### config.mk
export PLATFORM = sky130hd
export DESIGN_NAME = xfd_decode
export DESIGN_NICKNAME = d
export VERILOG_FILES = /design/src/design/xfd_pkg.sv /design/src/design/xfd_ent_if.sv /design/src/design/xfd_table.sv /design/src/design/xfd_decode.sv
export SDC_FILE = /design/constraint.sdc
export NUM_CORES = 1
export LEC_CHECK = 0
export ABC_AREA = 1
export ABC_CLOCK_PERIOD_IN_PS = 4500
export BUFFER_PORTS_ARGS = -buffer_cell sky130_fd_sc_hd__buf_2
export CORE_ASPECT_RATIO = 1.5
export CORE_MARGIN = 1.5
export CORE_UTILIZATION = 37
export CTS_CLUSTER_DIAMETER = 150
export DETAILED_ROUTE_END_ITERATION = 6
export PLACE_DENSITY = 0.64
export SYNTH_ARGS = -nofsm -noshare
export SYNTH_HDL_FRONTEND = slang
export SYNTH_SLANG_ARGS = --single-unit
### constraint.sdc
create_clock -name i_clk_sys -period 4.5 [get_ports i_clk_sys]
set_clock_uncertainty 0.05 [all_clocks]
set_input_delay 1.125 -clock i_clk_sys [delete_from_list [all_inputs] [get_ports i_clk_sys]]
set_output_delay 1.125 -clock i_clk_sys [all_outputs]
set_load 0.01 [all_outputs]
### src/design/xfd_pkg.sv
// Constants, types and helpers for the floating-point decode latency block
package xfd_pkg;

  // ----------------------------------------------------------------
  // Opcode bytes and ModR/M fields
  // ----------------------------------------------------------------
  localparam logic [7:0] OPC_0F = 8'h0f;
  localparam logic [7:0] OPC_AE = 8'hae;
  localparam logic [7:0] OPC_9B = 8'h9b;
  localparam logic [7:0] OPC_D8 = 8'hd8;
  localparam logic [7:0] OPC_D9 = 8'hd9;
  localparam logic [7:0] OPC_DA = 8'hda;
  localparam logic [7:0] OPC_DB = 8'hdb;
  localparam logic [7:0] OPC_DC = 8'hdc;
  localparam logic [7:0] OPC_DD = 8'hdd;
  localparam logic [7:0] OPC_DE = 8'hde;
  localparam logic [7:0] OPC_DF = 8'hdf;

  localparam logic [1:0] MOD_REG = 2'h3;
  localparam logic [2:0] F_000   = 3'h0;
  localparam logic [2:0] F_001   = 3'h1;
  localparam logic [2:0] F_010   = 3'h2;
  localparam logic [2:0] F_100   = 3'h4;
  localparam logic [2:0] F_101   = 3'h5;
  localparam logic [2:0] F_110   = 3'h6;
  localparam logic [2:0] F_111   = 3'h7;

  // ----------------------------------------------------------------
  // Pipes, precision and latencies
  // ----------------------------------------------------------------
  localparam logic [2:0] PIPE_NONE  = 3'h0;
  localparam logic [2:0] PIPE_ADD   = 3'h1;
  localparam logic [2:0] PIPE_MUL   = 3'h2;
  localparam logic [2:0] PIPE_ANY   = 3'h7;
  localparam int         NUM_PIPES  = 3;

  localparam logic [1:0] PC_SINGLE  = 2'h0;
  localparam logic [1:0] PC_DOUBLE  = 2'h2;

  localparam logic [7:0] LAT_NONE   = 8'h00;
  localparam logic [7:0] LAT_NOP    = 8'h02;
  localparam logic [7:0] LAT_CMP    = 8'h02;
  localparam logic [7:0] LAT_XCH    = 8'h02;
  localparam logic [7:0] LAT_UCOMI  = 8'h03;
  localparam logic [7:0] LAT_XAM    = 8'h03;
  localparam logic [7:0] LAT_SUB    = 8'h04;
  localparam logic [7:0] LAT_XTRACT = 8'h07;
  localparam logic [7:0] LAT_REM    = 8'h09;
  localparam logic [7:0] LAT_SQRT_S = 8'h13;
  localparam logic [7:0] LAT_SQRT_D = 8'h1b;
  localparam logic [7:0] LAT_SQRT_E = 8'h23;
  localparam logic [7:0] LAT_RST_LO = 8'h44;
  localparam logic [7:0] LAT_RST_HI = 8'h6c;
  localparam logic [7:0] LAT_SAV_LO = 8'h1f;
  localparam logic [7:0] LAT_SAV_HI = 8'h4f;
  localparam logic [7:0] LAT_LOG_LO = 8'h74;
  localparam logic [7:0] LAT_LOG_HI = 8'h7e;
  localparam logic [7:0] LAT_LOGP1  = 8'h7e;
  localparam logic [7:0] REM_N_MAX  = 8'h20;

  // ----------------------------------------------------------------
  // Table entry types
  // ----------------------------------------------------------------
  typedef enum logic [2:0] {
    LK_FIX  = 3'b000,
    LK_RNG  = 3'b001,
    LK_PAIR = 3'b011,
    LK_PREC = 3'b010,
    LK_REM  = 3'b110
  } xfd_lat_type;

  typedef struct packed {
    logic        known;
    logic        micro;
    logic        single;
    logic [2:0]  pipes;
    logic        nop_gen;
    logic        best;
    xfd_lat_type kind;
    logic [7:0]  lat_a;
    logic [7:0]  lat_b;
    logic [7:0]  lat_c;
  } xfd_ent_type;

  localparam xfd_ent_type ENT_NONE = '0;

  function automatic xfd_ent_type xfd_mk(
    input logic        micro,
    input logic        single,
    input logic [2:0]  pipes,
    input logic        nop_gen,
    input xfd_lat_type kind,
    input logic [7:0]  a,
    input logic [7:0]  b,
    input logic [7:0]  c
  );
    xfd_ent_type e;
    e = '{1'b1, micro, single, pipes, nop_gen, 1'b0, kind, a, b, c};
    return e;
  endfunction : xfd_mk

endpackage : xfd_pkg

### src/design/xfd_ent_if.sv
// Carrier for one registered decode-table entry
`timescale 1ns/1ps
interface xfd_ent_if;
  import xfd_pkg::*;
  xfd_ent_type ent;
  modport src (output ent);
  modport snk (input  ent);
endinterface : xfd_ent_if

### src/design/xfd_table.sv
// Decode table lookup with registered entry output
`timescale 1ns/1ps
module xfd_table
  import xfd_pkg::*;
(
  input  wire logic       i_clk_sys,
  input  wire logic       i_sys_rst,
  input  wire logic [7:0] i_opc0,
  input  wire logic [7:0] i_opc1,
  input  wire logic [7:0] i_modrm,
  xfd_ent_if.src          ent_if
);

  logic        rf;
  logic [2:0]  fr;
  logic [2:0]  fm;
  xfd_ent_type e_nxt;
  xfd_ent_type add4;
  xfd_ent_type cmp2;

  // ----------------------------------------------------------------
  // Lookup
  // ----------------------------------------------------------------
  always_comb
  begin
    rf    = (i_modrm[7:6] == MOD_REG);
    fr    = i_modrm[5:3];
    fm    = i_modrm[2:0];
    add4  = xfd_mk(1'b0, 1'b0, PIPE_ADD, 1'b0, LK_FIX, LAT_SUB,
                   LAT_NONE, LAT_NONE);
    cmp2  = xfd_mk(1'b0, 1'b0, PIPE_ADD, 1'b0, LK_FIX, LAT_CMP,
                   LAT_NONE, LAT_NONE);
    e_nxt = ENT_NONE;
    case (i_opc0)
      OPC_D8:
        if ((fr == F_100) || (!rf && fr == F_101))
          e_nxt = add4;
      OPC_DC:
        // Register form 100 is not a subtract here, only 101
        if ((!rf && fr == F_100) || fr == F_101)
          e_nxt = add4;
      OPC_DE:
        if (rf && (fr == F_100 || fr == F_101))
          e_nxt = add4;
      OPC_DA:
        if (rf && fr == F_101 && fm == F_001)
          e_nxt = cmp2;
      OPC_DD:
        if (rf && (fr == F_100 || fr == F_101))
          e_nxt = cmp2;
      OPC_DB, OPC_DF:
        if (rf && fr == F_101)
          e_nxt = xfd_mk(1'b1, 1'b1, PIPE_ADD, 1'b0, LK_FIX, LAT_UCOMI,
                         LAT_NONE, LAT_NONE);
      OPC_9B:
        e_nxt = xfd_mk(1'b0, 1'b0, PIPE_NONE, 1'b0, LK_FIX, LAT_NONE,
                       LAT_NONE, LAT_NONE);
      OPC_0F:
        if (i_opc1 == OPC_AE && !rf && fr == F_001)
          e_nxt = xfd_mk(1'b1, 1'b0, PIPE_NONE, 1'b0, LK_PAIR, LAT_RST_LO,
                         LAT_RST_HI, LAT_NONE);
        else if (i_opc1 == OPC_AE && !rf && fr == F_000)
          e_nxt = xfd_mk(1'b1, 1'b0, PIPE_NONE, 1'b0, LK_PAIR, LAT_SAV_LO,
                         LAT_SAV_HI, LAT_NONE);
      OPC_D9:
        if (rf)
          case ({fr, fm})
            {F_100, F_100}: e_nxt = cmp2;
            {F_100, F_101}: e_nxt = xfd_mk(1'b1, 1'b0, PIPE_NONE, 1'b0,
                              LK_FIX, LAT_XAM, LAT_NONE, LAT_NONE);
            {F_110, F_100}: e_nxt = xfd_mk(1'b1, 1'b0, PIPE_NONE, 1'b0,
                              LK_FIX, LAT_XTRACT, LAT_NONE, LAT_NONE);
            {F_110, F_001}: e_nxt = xfd_mk(1'b1, 1'b0, PIPE_NONE, 1'b0,
                              LK_RNG, LAT_LOG_LO, LAT_LOG_HI,
                              LAT_NONE);
            {F_111, F_001}: e_nxt = xfd_mk(1'b1, 1'b0, PIPE_NONE, 1'b0,
                              LK_FIX, LAT_LOGP1, LAT_NONE, LAT_NONE);
            {F_111, F_000},
            {F_110, F_101}: e_nxt = xfd_mk(1'b0, 1'b0, PIPE_MUL, 1'b0,
                              LK_REM, LAT_REM, LAT_NONE, LAT_NONE);
            {F_111, F_010}: e_nxt = xfd_mk(1'b0, 1'b0, PIPE_MUL, 1'b0,
                              LK_PREC, LAT_SQRT_S, LAT_SQRT_D, LAT_SQRT_E);
            default:
              if (fr == F_001)
                e_nxt = xfd_mk(1'b0, 1'b0, PIPE_ANY, 1'b1, LK_FIX,
                               LAT_XCH, LAT_NONE, LAT_NONE);
          endcase
      default: e_nxt = ENT_NONE;
    endcase
  end

  // ----------------------------------------------------------------
  // Registered entry
  // ----------------------------------------------------------------
  always_ff @(posedge i_clk_sys)
  begin
    if (i_sys_rst)
      ent_if.ent <= ENT_NONE;
    else
      ent_if.ent <= e_nxt;
  end

endmodule : xfd_table

### src/design/xfd_decode.sv
// Floating-point decode classification and latency top module
`timescale 1ns/1ps
module xfd_decode
  import xfd_pkg::*;
(
  input  wire logic       i_clk_sys,
  input  wire logic       i_sys_rst,
  input  wire logic       i_valid,
  input  wire logic [7:0] i_opc0,
  input  wire logic [7:0] i_opc1,
  input  wire logic [7:0] i_modrm,
  input  wire logic [1:0] i_prec_ctl,
  input  wire logic [7:0] i_exp_diff,
  input  wire logic [6:0] i_norm_shift,
  input  wire logic [2:0] i_pipe_free,
  output logic            o_valid,
  output logic            o_known,
  output logic            o_microcoded,
  output logic            o_single_op,
  output logic [2:0]      o_pipe_mask,
  output logic            o_nop_gen,
  output logic            o_best_case,
  output logic            o_reg_form,
  output logic            o_mem_form,
  output logic [2:0]      o_stack_idx,
  output logic [9:0]      o_lat_min,
  output logic [9:0]      o_lat_max,
  output logic [2:0]      o_nop_issue,
  output logic [7:0]      o_nop_lat
);

  xfd_ent_if   ent_if ();
  xfd_ent_type ent;

  logic       v1_r;
  logic [7:0] modrm1_r;
  logic [1:0] prec1_r;
  logic [7:0] exp1_r;
  logic [6:0] shift1_r;
  logic [3:0] pend_r;
  logic [3:0] pend_nxt;
  logic [2:0] issue_nxt;
  logic [9:0] lmin_nxt;
  logic [9:0] lmax_nxt;

  assign ent = ent_if.ent;

  // ----------------------------------------------------------------
  // Helpers
  // ----------------------------------------------------------------
  function automatic logic [9:0] rem_lat(
    input logic [7:0] base,
    input logic [7:0] e,
    input logic [6:0] s
  );
    logic [7:0] n;
    n = 8'(({1'b0, s} + 8'h01) >> 1);
    if (n > REM_N_MAX)
      n = REM_N_MAX;
    return 10'(base) + 10'(e) + 10'(n);
  endfunction : rem_lat

  function automatic logic [7:0] prec_lat(
    input xfd_ent_type x,
    input logic [1:0]  pc
  );
    case (pc)
      PC_SINGLE: return x.lat_a;
      PC_DOUBLE: return x.lat_b;
      default:   return x.lat_c;
    endcase
  endfunction : prec_lat

  // ----------------------------------------------------------------
  // Table and first stage
  // ----------------------------------------------------------------
  xfd_table u_table (
    .i_clk_sys (i_clk_sys),
    .i_sys_rst (i_sys_rst),
    .i_opc0    (i_opc0),
    .i_opc1    (i_opc1),
    .i_modrm   (i_modrm),
    .ent_if    (ent_if.src)
  );

  // Side data travels with the table so both land in the same cycle
  always_ff @(posedge i_clk_sys)
  begin
    if (i_sys_rst)
    begin
      v1_r     <= 1'b0;
      modrm1_r <= 8'h00;
      prec1_r  <= 2'h0;
      exp1_r   <= 8'h00;
      shift1_r <= 7'h00;
    end
    else
    begin
      v1_r     <= i_valid;
      modrm1_r <= i_modrm;
      prec1_r  <= i_prec_ctl;
      exp1_r   <= i_exp_diff;
      shift1_r <= i_norm_shift;
    end
  end

  // ----------------------------------------------------------------
  // Latency selection
  // ----------------------------------------------------------------
  always_comb
  begin
    lmin_nxt = 10'(ent.lat_a);
    lmax_nxt = 10'(ent.lat_a);
    case (ent.kind)
      LK_RNG, LK_PAIR: lmax_nxt = 10'(ent.lat_b);
      LK_PREC:
      begin
        lmin_nxt = 10'(prec_lat(ent, prec1_r));
        lmax_nxt = lmin_nxt;
      end
      LK_REM:
      begin
        lmin_nxt = rem_lat(ent.lat_a, exp1_r, shift1_r);
        lmax_nxt = lmin_nxt;
      end
      default:
      begin
        lmin_nxt = 10'(ent.lat_a);
        lmax_nxt = 10'(ent.lat_a);
      end
    endcase
  end

  // ----------------------------------------------------------------
  // Classification outputs
  // ----------------------------------------------------------------
  always_ff @(posedge i_clk_sys)
  begin
    if (i_sys_rst)
    begin
      o_valid      <= 1'b0;
      o_known      <= 1'b0;
      o_microcoded <= 1'b0;
      o_single_op  <= 1'b0;
      o_pipe_mask  <= PIPE_NONE;
      o_nop_gen    <= 1'b0;
      o_best_case  <= 1'b0;
      o_reg_form   <= 1'b0;
      o_mem_form   <= 1'b0;
      o_stack_idx  <= 3'h0;
      o_lat_min    <= 10'h000;
      o_lat_max    <= 10'h000;
    end
    else
    begin
      o_valid      <= v1_r;
      o_known      <= v1_r & ent.known;
      o_microcoded <= ent.micro;
      o_single_op  <= ent.single;
      o_pipe_mask  <= ent.pipes;
      o_nop_gen    <= v1_r & ent.nop_gen;
      o_best_case  <= ent.best;
      // Memory forms flag the consumer to add its load delay
      o_reg_form   <= (modrm1_r[7:6] == MOD_REG);
      o_mem_form   <= (modrm1_r[7:6] != MOD_REG);
      o_stack_idx  <= (modrm1_r[7:6] == MOD_REG) ? modrm1_r[2:0]
                                                 : 3'h0;
      o_lat_min    <= lmin_nxt;
      o_lat_max    <= lmax_nxt;
    end
  end

  // ----------------------------------------------------------------
  // Internal no-op issue
  // ----------------------------------------------------------------
  // Counter saturates; no stall path, so a long busy spell can drop no-ops
  always_comb
  begin
    pend_nxt  = pend_r;
    issue_nxt = 3'h0;
    for (int i = 0; i < NUM_PIPES; i++)
    begin
      if (i_pipe_free[i] && pend_nxt != 4'h0)
      begin
        issue_nxt[i] = 1'b1;
        pend_nxt     = pend_nxt - 4'h1;
      end
    end
    if (v1_r && ent.nop_gen && pend_nxt != 4'hf)
      pend_nxt = pend_nxt + 4'h1;
  end

  always_ff @(posedge i_clk_sys)
  begin
    if (i_sys_rst)
    begin
      pend_r      <= 4'h0;
      o_nop_issue <= 3'h0;
      o_nop_lat   <= LAT_NONE;
    end
    else
    begin
      pend_r      <= pend_nxt;
      o_nop_issue <= issue_nxt;
      o_nop_lat   <= LAT_NOP;
    end
  end

  // ----------------------------------------------------------------
  // Assertions
  // ----------------------------------------------------------------
  a_stack_idx_src: assert property (
    @(posedge i_clk_sys) disable iff (i_sys_rst)
    o_valid && o_reg_form |-> o_stack_idx == $past(i_modrm[2:0], 2))
    else $error("stack index not from modrm low bits");

  a_nop_free_pipe: assert property (
    @(posedge i_clk_sys) disable iff (i_sys_rst)
    o_nop_issue != 3'h0
    |-> (o_nop_issue & ~$past(i_pipe_free)) == 3'h0 && o_nop_lat == LAT_NOP)
    else $error("no-op issued to busy pipe or wrong latency");

  a_single_op_pipe: assert property (
    @(posedge i_clk_sys) disable iff (i_sys_rst)
    o_valid && o_single_op |-> o_microcoded && $onehot(o_pipe_mask))
    else $error("single operation not on exactly one pipe");

  a_prec_sqrt_lat: assert property (
    @(posedge i_clk_sys) disable iff (i_sys_rst)
    o_valid && $past(i_opc0, 2) == OPC_D9 && $past(i_modrm, 2) == 8'hfa
    |-> o_lat_min == (($past(i_prec_ctl, 2) == PC_SINGLE) ? 10'd19 :
                      ($past(i_prec_ctl, 2) == PC_DOUBLE) ? 10'd27 : 10'd35))
    else $error("precision latency wrong");

  a_rem_lat_sum: assert property (
    @(posedge i_clk_sys) disable iff (i_sys_rst)
    o_valid && $past(i_opc0, 2) == OPC_D9 && $past(i_modrm, 2) == 8'hf8
    |-> o_lat_min == rem_lat(LAT_REM, $past(i_exp_diff, 2),
                             $past(i_norm_shift, 2)) && o_lat_min <= 10'd296)
    else $error("remainder latency wrong");

  a_sub_mem_dc: assert property (
    @(posedge i_clk_sys) disable iff (i_sys_rst)
    o_valid && $past(i_opc0, 2) == OPC_DC && $past(i_modrm[5:3], 2) == F_100
    && o_mem_form |-> !o_microcoded && o_pipe_mask == PIPE_ADD
    && o_lat_min == 10'd4)
    else $error("memory subtract decode wrong");

  a_ucomi_decode: assert property (
    @(posedge i_clk_sys) disable iff (i_sys_rst)
    o_valid && o_reg_form && $past(i_modrm[5:3], 2) == F_101
    && ($past(i_opc0, 2) == OPC_DB || $past(i_opc0, 2) == OPC_DF)
    |-> o_microcoded && o_single_op && o_pipe_mask == PIPE_ADD
    && o_lat_max == 10'd3)
    else $error("unordered compare decode wrong");

  a_xrstor_lat: assert property (
    @(posedge i_clk_sys) disable iff (i_sys_rst)
    o_valid && o_mem_form && $past(i_opc0, 2) == OPC_0F
    && $past(i_opc1, 2) == OPC_AE && $past(i_modrm[5:3], 2) == F_001
    |-> o_microcoded && o_lat_min == 10'd68 && o_lat_max == 10'd108)
    else $error("state restore decode wrong");

  a_xch_nop: assert property (
    @(posedge i_clk_sys) disable iff (i_sys_rst)
    o_valid && o_nop_gen |-> o_pipe_mask == PIPE_ANY && o_lat_min == 10'd2
    ##1 (o_nop_issue != 3'h0 || $past(i_pipe_free) == 3'h0))
    else $error("exchange decode or no-op issue wrong");

  a_log_range: assert property (
    @(posedge i_clk_sys) disable iff (i_sys_rst)
    o_valid && $past(i_opc0, 2) == OPC_D9 && $past(i_modrm, 2) == 8'hf1
    |-> o_microcoded && o_lat_min == 10'd116 && o_lat_max == 10'd126)
    else $error("log product latency wrong");

  a_form_split: assert property (
    @(posedge i_clk_sys) disable iff (i_sys_rst)
    o_valid |-> o_reg_form == ($past(i_modrm[7:6], 2) == MOD_REG)
    && o_mem_form == !o_reg_form)
    else $error("register/memory form split wrong");

endmodule : xfd_decode

After elaboration in Yosys (flattened, before gate mapping)
Cells that the tools add are included.
Word-level totals
  output and inout port bits: 45
  flip-flop bits (word level): 110
  word-level logic and storage cells: 124
  bits of input ports: 47
Operators by class
  $add $sub $neg: 7
  muxes and demuxes: 25
  reductions and logical operators: 26
  $lt $le $gt $ge: 1
  eq/ne operators: 32
  bitwise gates (word level): 3
Operators by type and width (count)
  2-to-1 mux 35 bit: 10
  case mux 35 bit (9 select lines): 1
  case mux 35 bit (7 select lines): 1
  equality test 8 bit (second input constant): 10
  equality test 6 bit (second input constant): 8
  case mux 10 bit (3 select lines): 1
  case mux 10 bit (2 select lines): 1
  2-to-1 mux 4 bit: 4
  case mux 8 bit (2 select lines): 1
  logical AND 1 bit: 13
  nonzero test 4 bit: 3
  subtractor 4 x 1 -> 4 bit (second input constant): 3
  adder 9 x 8 -> 10 bit: 1
  adder 8 x 8 -> 9 bit: 1
  equality test 3 x 1 -> 1 bit (second input constant): 3
  equality test 3 bit (second input constant): 3
  adder 7 x 1 -> 8 bit (second input constant): 1
  equality test 8 x 4 -> 1 bit (second input constant): 1
  2-to-1 mux 8 bit: 1
  OR reduction 2 bit: 4
  > comparator 7 x 6 -> 1 bit (second input constant): 1
  2-to-1 mux 7 bit: 1
  equality test 2 bit (second input constant): 3
  equality test 3 x 2 -> 1 bit (second input constant): 2
  other kinds (11): 16

Longest topological paths before layout
  word-level depth: 12
  gate-level depth with buffers: 29
  mapped depth without buffers: 29

By module
Synthesis repeated with hierarchy kept, for this count alone.
Unflattened totals
  cells, all modules: 658
  area, all modules: 4745.8 um^2
By module, submodules not included
  xfd_decode: instances 1, cells each 473, area an instance 3432.0 um^2, sequential area each 1301.2 um^2
  xfd_table: instances 1, cells each 185, area an instance 1313.8 um^2, sequential area each 440.4 um^2

Worst setup path before layout
No wires, ideal clock.
  path kind: input-to-reg
  from: in i_pipe_free[0]
  to: reg pend_r[1]
  path buffers: 0
  required time: 4337 ps
  path slack: 981 ps
  library setup time: 113 ps
  cell stages on the path: 24
  data arrival time: 3356 ps
  path through: nand2_2 nand2_1 nand2_2 ha_1 inv_1 nor2_4 nand3_4 nand2_2 nand2_2 nand2_4 ha_1 inv_1 nor2_4 nand3_2 nand2_4 nand2_1 and2_1 ha_1 nand2_1 inv_2 nand3_2 nand2_2 o21ai_1 nor2_1
On the way
  longest elaborated chain between the ends: 11
  elaborated cells on any way between the ends: 14
  classes of those cells: add/sub: 3; eq/ne: 1; mux: 4; reduce/logical: 6
RTL lines
  start, declared: line xfd_decode.sv:15  | input wire logic [2:0] i_pipe_free,
  logical AND 1 bit (*): line xfd_decode.sv:183  | if (i_pipe_free[i] && pend_nxt != 4'h0)
  2-to-1 mux 4 bit (*): line xfd_decode.sv:183
  parallel branches: the longest is 2 deep, another holds subtractor 4 x 1 -> 4 bit
  2-to-1 mux 4 bit (*): line xfd_decode.sv:183
  parallel branches: the longest is 2 deep, another holds subtractor 4 x 1 -> 4 bit
  2-to-1 mux 4 bit (*): line xfd_decode.sv:183
  parallel branches: the longest is 2 deep, another holds adder 4 x 1 -> 4 bit
  2-to-1 mux 4 bit (*): line xfd_decode.sv:189  | if (v1_r && ent.nop_gen && pend_nxt != 4'hf)
  end signal, assigned: line xfd_decode.sv:203  | pend_r <= pend_nxt;
  end, declared: line xfd_decode.sv:40  | logic [3:0] pend_r;
Mark *: on every way between the ends.
A chain may end at the register's enable or synchronous reset.

Worst setup path in the final report
  from: reg shift1_r[0]
  to: reg o_lat_max[6]
On the way
  longest elaborated chain between the ends: 6
RTL lines
  start, declared: line xfd_decode.sv:39  | logic [6:0] shift1_r;
  start signal, assigned: line xfd_decode.sv:103  | shift1_r <= i_norm_shift;
  adder 7 x 1 -> 8 bit (*): line xfd_decode.sv:57  | n = 8'(({1'b0, s} + 8'h01) >> 1);
  > comparator 7 x 6 -> 1 bit: line xfd_decode.sv:58  | if (n > REM_N_MAX)
  2-to-1 mux 7 bit (*): line xfd_decode.sv:58
  2-to-1 mux 8 bit (*): line xfd_decode.sv:114  | case (ent.kind)
  adder 9 x 8 -> 10 bit (*): line xfd_decode.sv:60  | return 10'(base) + 10'(e) + 10'(n);
  case mux 10 bit (3 select lines) (*): line xfd_decode.sv:114
  end signal, assigned: line xfd_decode.sv:169  | o_lat_max <= lmax_nxt;
  end, declared: line xfd_decode.sv:27  | output logic [9:0] o_lat_max,
Mark *: on every way between the ends. The rest lies on a longest branch, timed or not. The select of a mux whose other input is x is not followed.

==> flow_metrics.env <==
export IMPL_synth_top_cells_by_area="sky130_fd_sc_hd__dfxtp_1 39%, sky130_fd_sc_hd__inv_1 11%, sky130_fd_sc_hd__nor2_1 7.5%"
export IMPL_synthMostInstantiatedCell="sky130_fd_sc_hd__inv_1"
export IMPL_cellLeakagePower_nw=2.66
export IMPL_synthDistinctLibCells=44
export IMPL_count_of_input_and_output_buffers=81
export IMPL_gpl_congestion=0.893
export IMPL_clk_latency_ps=340
export IMPL_final_core_utilization_pct=45.6
export IMPL_synth_area_leader_cell="sky130_fd_sc_hd__dfxtp_1"
export IMPL_die_y_um=134
export IMPL_fin_tns_setup_ps=0
export IMPL_min_path_type="register to register"
export IMPL_fmax_mhz=268
export IMPL_worstPathRequired_ps=4680
export IMPL_cts_buffer_depth=2
export IMPL_groute_usage_overall_pct=16.9
export IMPL_routed_wl_mm=9.83
export IMPL_path_delay_family="simple AND/OR/NAND/NOR gates"
export IMPL_critPathMaxStageDelay_ps=480
export IMPL_cts_buffers_inserted=9
export IMPL_numPlacedInstances=800
export IMPL_via_count_of_the_first_global_routing_pass=3707
export IMPL_dpl_worst_slack_ps=537
export IMPL_detail_route_wl_per_cell_um=12.0
export IMPL_fin_hold_ws_ps=351
export IMPL_cp_slowest_cell="sky130_fd_sc_hd__fa_1"
export IMPL_ys_top_cells_by_count="123 x sky130_fd_sc_hd__inv_1, 85 x sky130_fd_sc_hd__nor2_1, 84 x sky130_fd_sc_hd__dfxtp_1"
export IMPL_count_of_antenna_diodes_in_the_layout=0
export IMPL_die_w_um=90.6
export IMPL_fin_crit_sh_pct=82.9
export IMPL_synth_ff_latch_count=84
export IMPL_critPathArrivalTime_ps=3910
export IMPL_max_slew_margin_rel_pct=57.9
export IMPL_area_growth_synth_to_final_pct=19.1
export IMPL_critical_path_cell_count=23
export IMPL_ir_drop_mv=0.200
export IMPL_fillers=1137
export IMPL_worst_slew_pin_slew_ps=625
export IMPL_count_of_cells_along_the_worst_register_to_register_path=23
export IMPL_rsz0062_at_grt="no"
export IMPL_startpoint_type="register"
export IMPL_timing_hold_violations_final=0
export IMPL_grt_first_pass_wirelength_mm=16.2
export IMPL_critical_path_peak_fanout=2
export IMPL_fraction_of_synthesized_cell_area_taken_by_the_top_area_cell_type_pct=39.5
export IMPL_postSynth_asyncResetShare_pct=0
export IMPL_final_critical_path_setup_slack_ps=768
export IMPL_postCtsSetupRepairBufs=0
export IMPL_setup_worst_path_class="register to register"
export IMPL_setup_viol=0
export IMPL_yosys_warnings=0
export IMPL_antenna_violations_before_repair=0
export IMPL_cp_common_cell="sky130_fd_sc_hd__nor2_1"
export IMPL_design_die_area_mm2=0.0122
export IMPL_postRouteAntennaNets=0
export IMPL_layoutNonFillerInstCount=816
export IMPL_cts_sink_count=84
export IMPL_worstPathBufferInverterCount=3
export IMPL_synthesis_instances=578
export IMPL_finalWorstPathRequiredPeriod_ps=3730
export IMPL_num_nets_final=731
export IMPL_gr_total_overflow=0
export IMPL_mappedNetlistArea_mm2=0.00426
export IMPL_drv_cap=0
export IMPL_status="finished, final reports clean"
export IMPL_placed_area_mm2=0.00478
export IMPL_largest_net_degree_at_the_start_of_global_routing=43
export IMPL_stdcell_area_mm2=0.00507
export IMPL_clk_transition_reported_paths_ps=70
export IMPL_drt_first_iter_violations=150
export IMPL_dominantRegCellSynth="sky130_fd_sc_hd__dfxtp_1"
export IMPL_firstDrtPassIters=4
export IMPL_design_core_area_mm2=0.0111
export IMPL_post_drt_via_cell_ratio=4.65
export IMPL_dpl_hpwl_mm=7.97
export IMPL_clockRootBuffer="sky130_fd_sc_hd__clkbuf_16"
export IMPL_rows=47
export IMPL_synth_edff_count=0
export IMPL_syn_area_per_cell_um2=7.37
export IMPL_holdBufCountCts=0
export IMPL_finalPower_mw=2.30
export IMPL_endpoint_class_of_the_critical_path="register"
export IMPL_power_density_cell_area_mw_per_mm2=454
export IMPL_cts_resized_gates=0
export IMPL_yosysSeqAreaShare_pct=39.5
export IMPL_htree_num_levels=3
export IMPL_detail_route_drc_violations=0
export IMPL_routed_via_count=3794
export IMPL_count_of_pins_on_the_block_boundary=92
export IMPL_drv_slew=0
export IMPL_path_cells="ha_1 > nand3_1 > nor2_1 > xor2_1 > inv_1 > nand4_1 > a2111o_1 > nand2_1 > nand3_1 > fa_1 > inv_1 > ha_1 > a21oi_1 > nor2_1 > nor2_1 > nor2_1 > or2_2 > a21oi_1 > nand2_1 > nand3_1 > nand2_1 > o31ai_1 > inv_1"
export IMPL_layout_drive_gt1_share_pct=22.0
export IMPL_hold_path_cell_count=2
export IMPL_tritoncts="built"
export IMPL_initial_utilization_pct=38.3
-- final cells by class --
| class | instances | area, um2 | area share (%) |
|---|---|---|---|
| Multi-Input combinational cell | 355 | 2000 | 39.5 |
| Sequential cell | 84 | 1680 | 33.1 |
| Inverter | 131 | 492 | 9.69 |
| Timing Repair Buffer | 83 | 420 | 8.29 |
| Clock buffer | 10 | 239 | 4.71 |
| Tap cell | 147 | 184 | 3.63 |
| Clock inverter | 6 | 53.8 | 1.06 |
-- sequential cells by signal, indices dropped and copies added, names as in the netlist, 2 cells and up --
register	cells
u_table.ent_if.ent	22
o_lat_max	9
o_lat_min	9
exp1_r	8
shift1_r	7
modrm1_r	5
pend_r	4
o_nop_issue	3
o_pipe_mask	3
o_stack_idx	3
prec1_r	2
-- cell usage in the layout (no fill, tap or decap), drive strengths merged, types with 10 or more instances in the layout --
master,instances
conb,11
nor3,14
nand2,91
inv,134
buf,83
dfxtp,84
nand3,30
nor2,90
clkbuf,10
o21ai,27
ha,12
a21oi,17
-- cell families (layout without fill, tap and decap cells) --
family	Yosys count	after routing	synth area share (%)
AOI/OAI and AO/OA	69	69	9.60
xor gates and xnor gates	4	4	0.822
adders and majority gates	20	20	7.28
buffers and inverters	149	230	14.4
DFF	84	84	39.5
other	1	11	0.0880
and+or+nand+nor	251	251	28.3
-- layer usage --
layer	global-route usage (%)	wire length, um	vias to the layer above	part of all wire, %
met5	0	0	-	0
met4	10.5	388	0	3.9
met3	3.97	489	24	5.0
met2	31.7	5270	103	54
met1	16.4	3680	1708	37
li1	-	-	1959	-
-- path summary, 6_finish.rpt --
| kind | startpoint | end | slack [ps] |
|---|---|---|---|
| min reg2reg | u_table.ent_if.ent[32]$_SDFF_PP0_ | o_single_op$_SDFF_PP0_ | 350 |
| max reg2reg | shift1_r[0]$_SDFF_PP0_ | o_lat_max[6]$_SDFF_PP0_ | 770 |
| max | shift1_r[0]$_SDFF_PP0_ | o_lat_max[6]$_SDFF_PP0_ | 770 |
| min | u_table.ent_if.ent[32]$_SDFF_PP0_ | o_single_op$_SDFF_PP0_ | 350 |
-- power breakdown --
group / internal [mW] / switching (mW) / leakage [nW]
sequential: 0.780 / 0.0181 / 0.685
clock: 0.399 / 0.304 / 0.142
combinational: 0.291 / 0.512 / 1.83
total: 1.47 / 0.834 / 2.66
-- tightest hold or removal path: cells and delay by family, from the launching register on --
family	cells	cell delay, ps
buffers and inverters	1	40
AND/OR/NAND/NOR	1	30
flip-flops	1	300
Power figures use the tool's default switching activity.
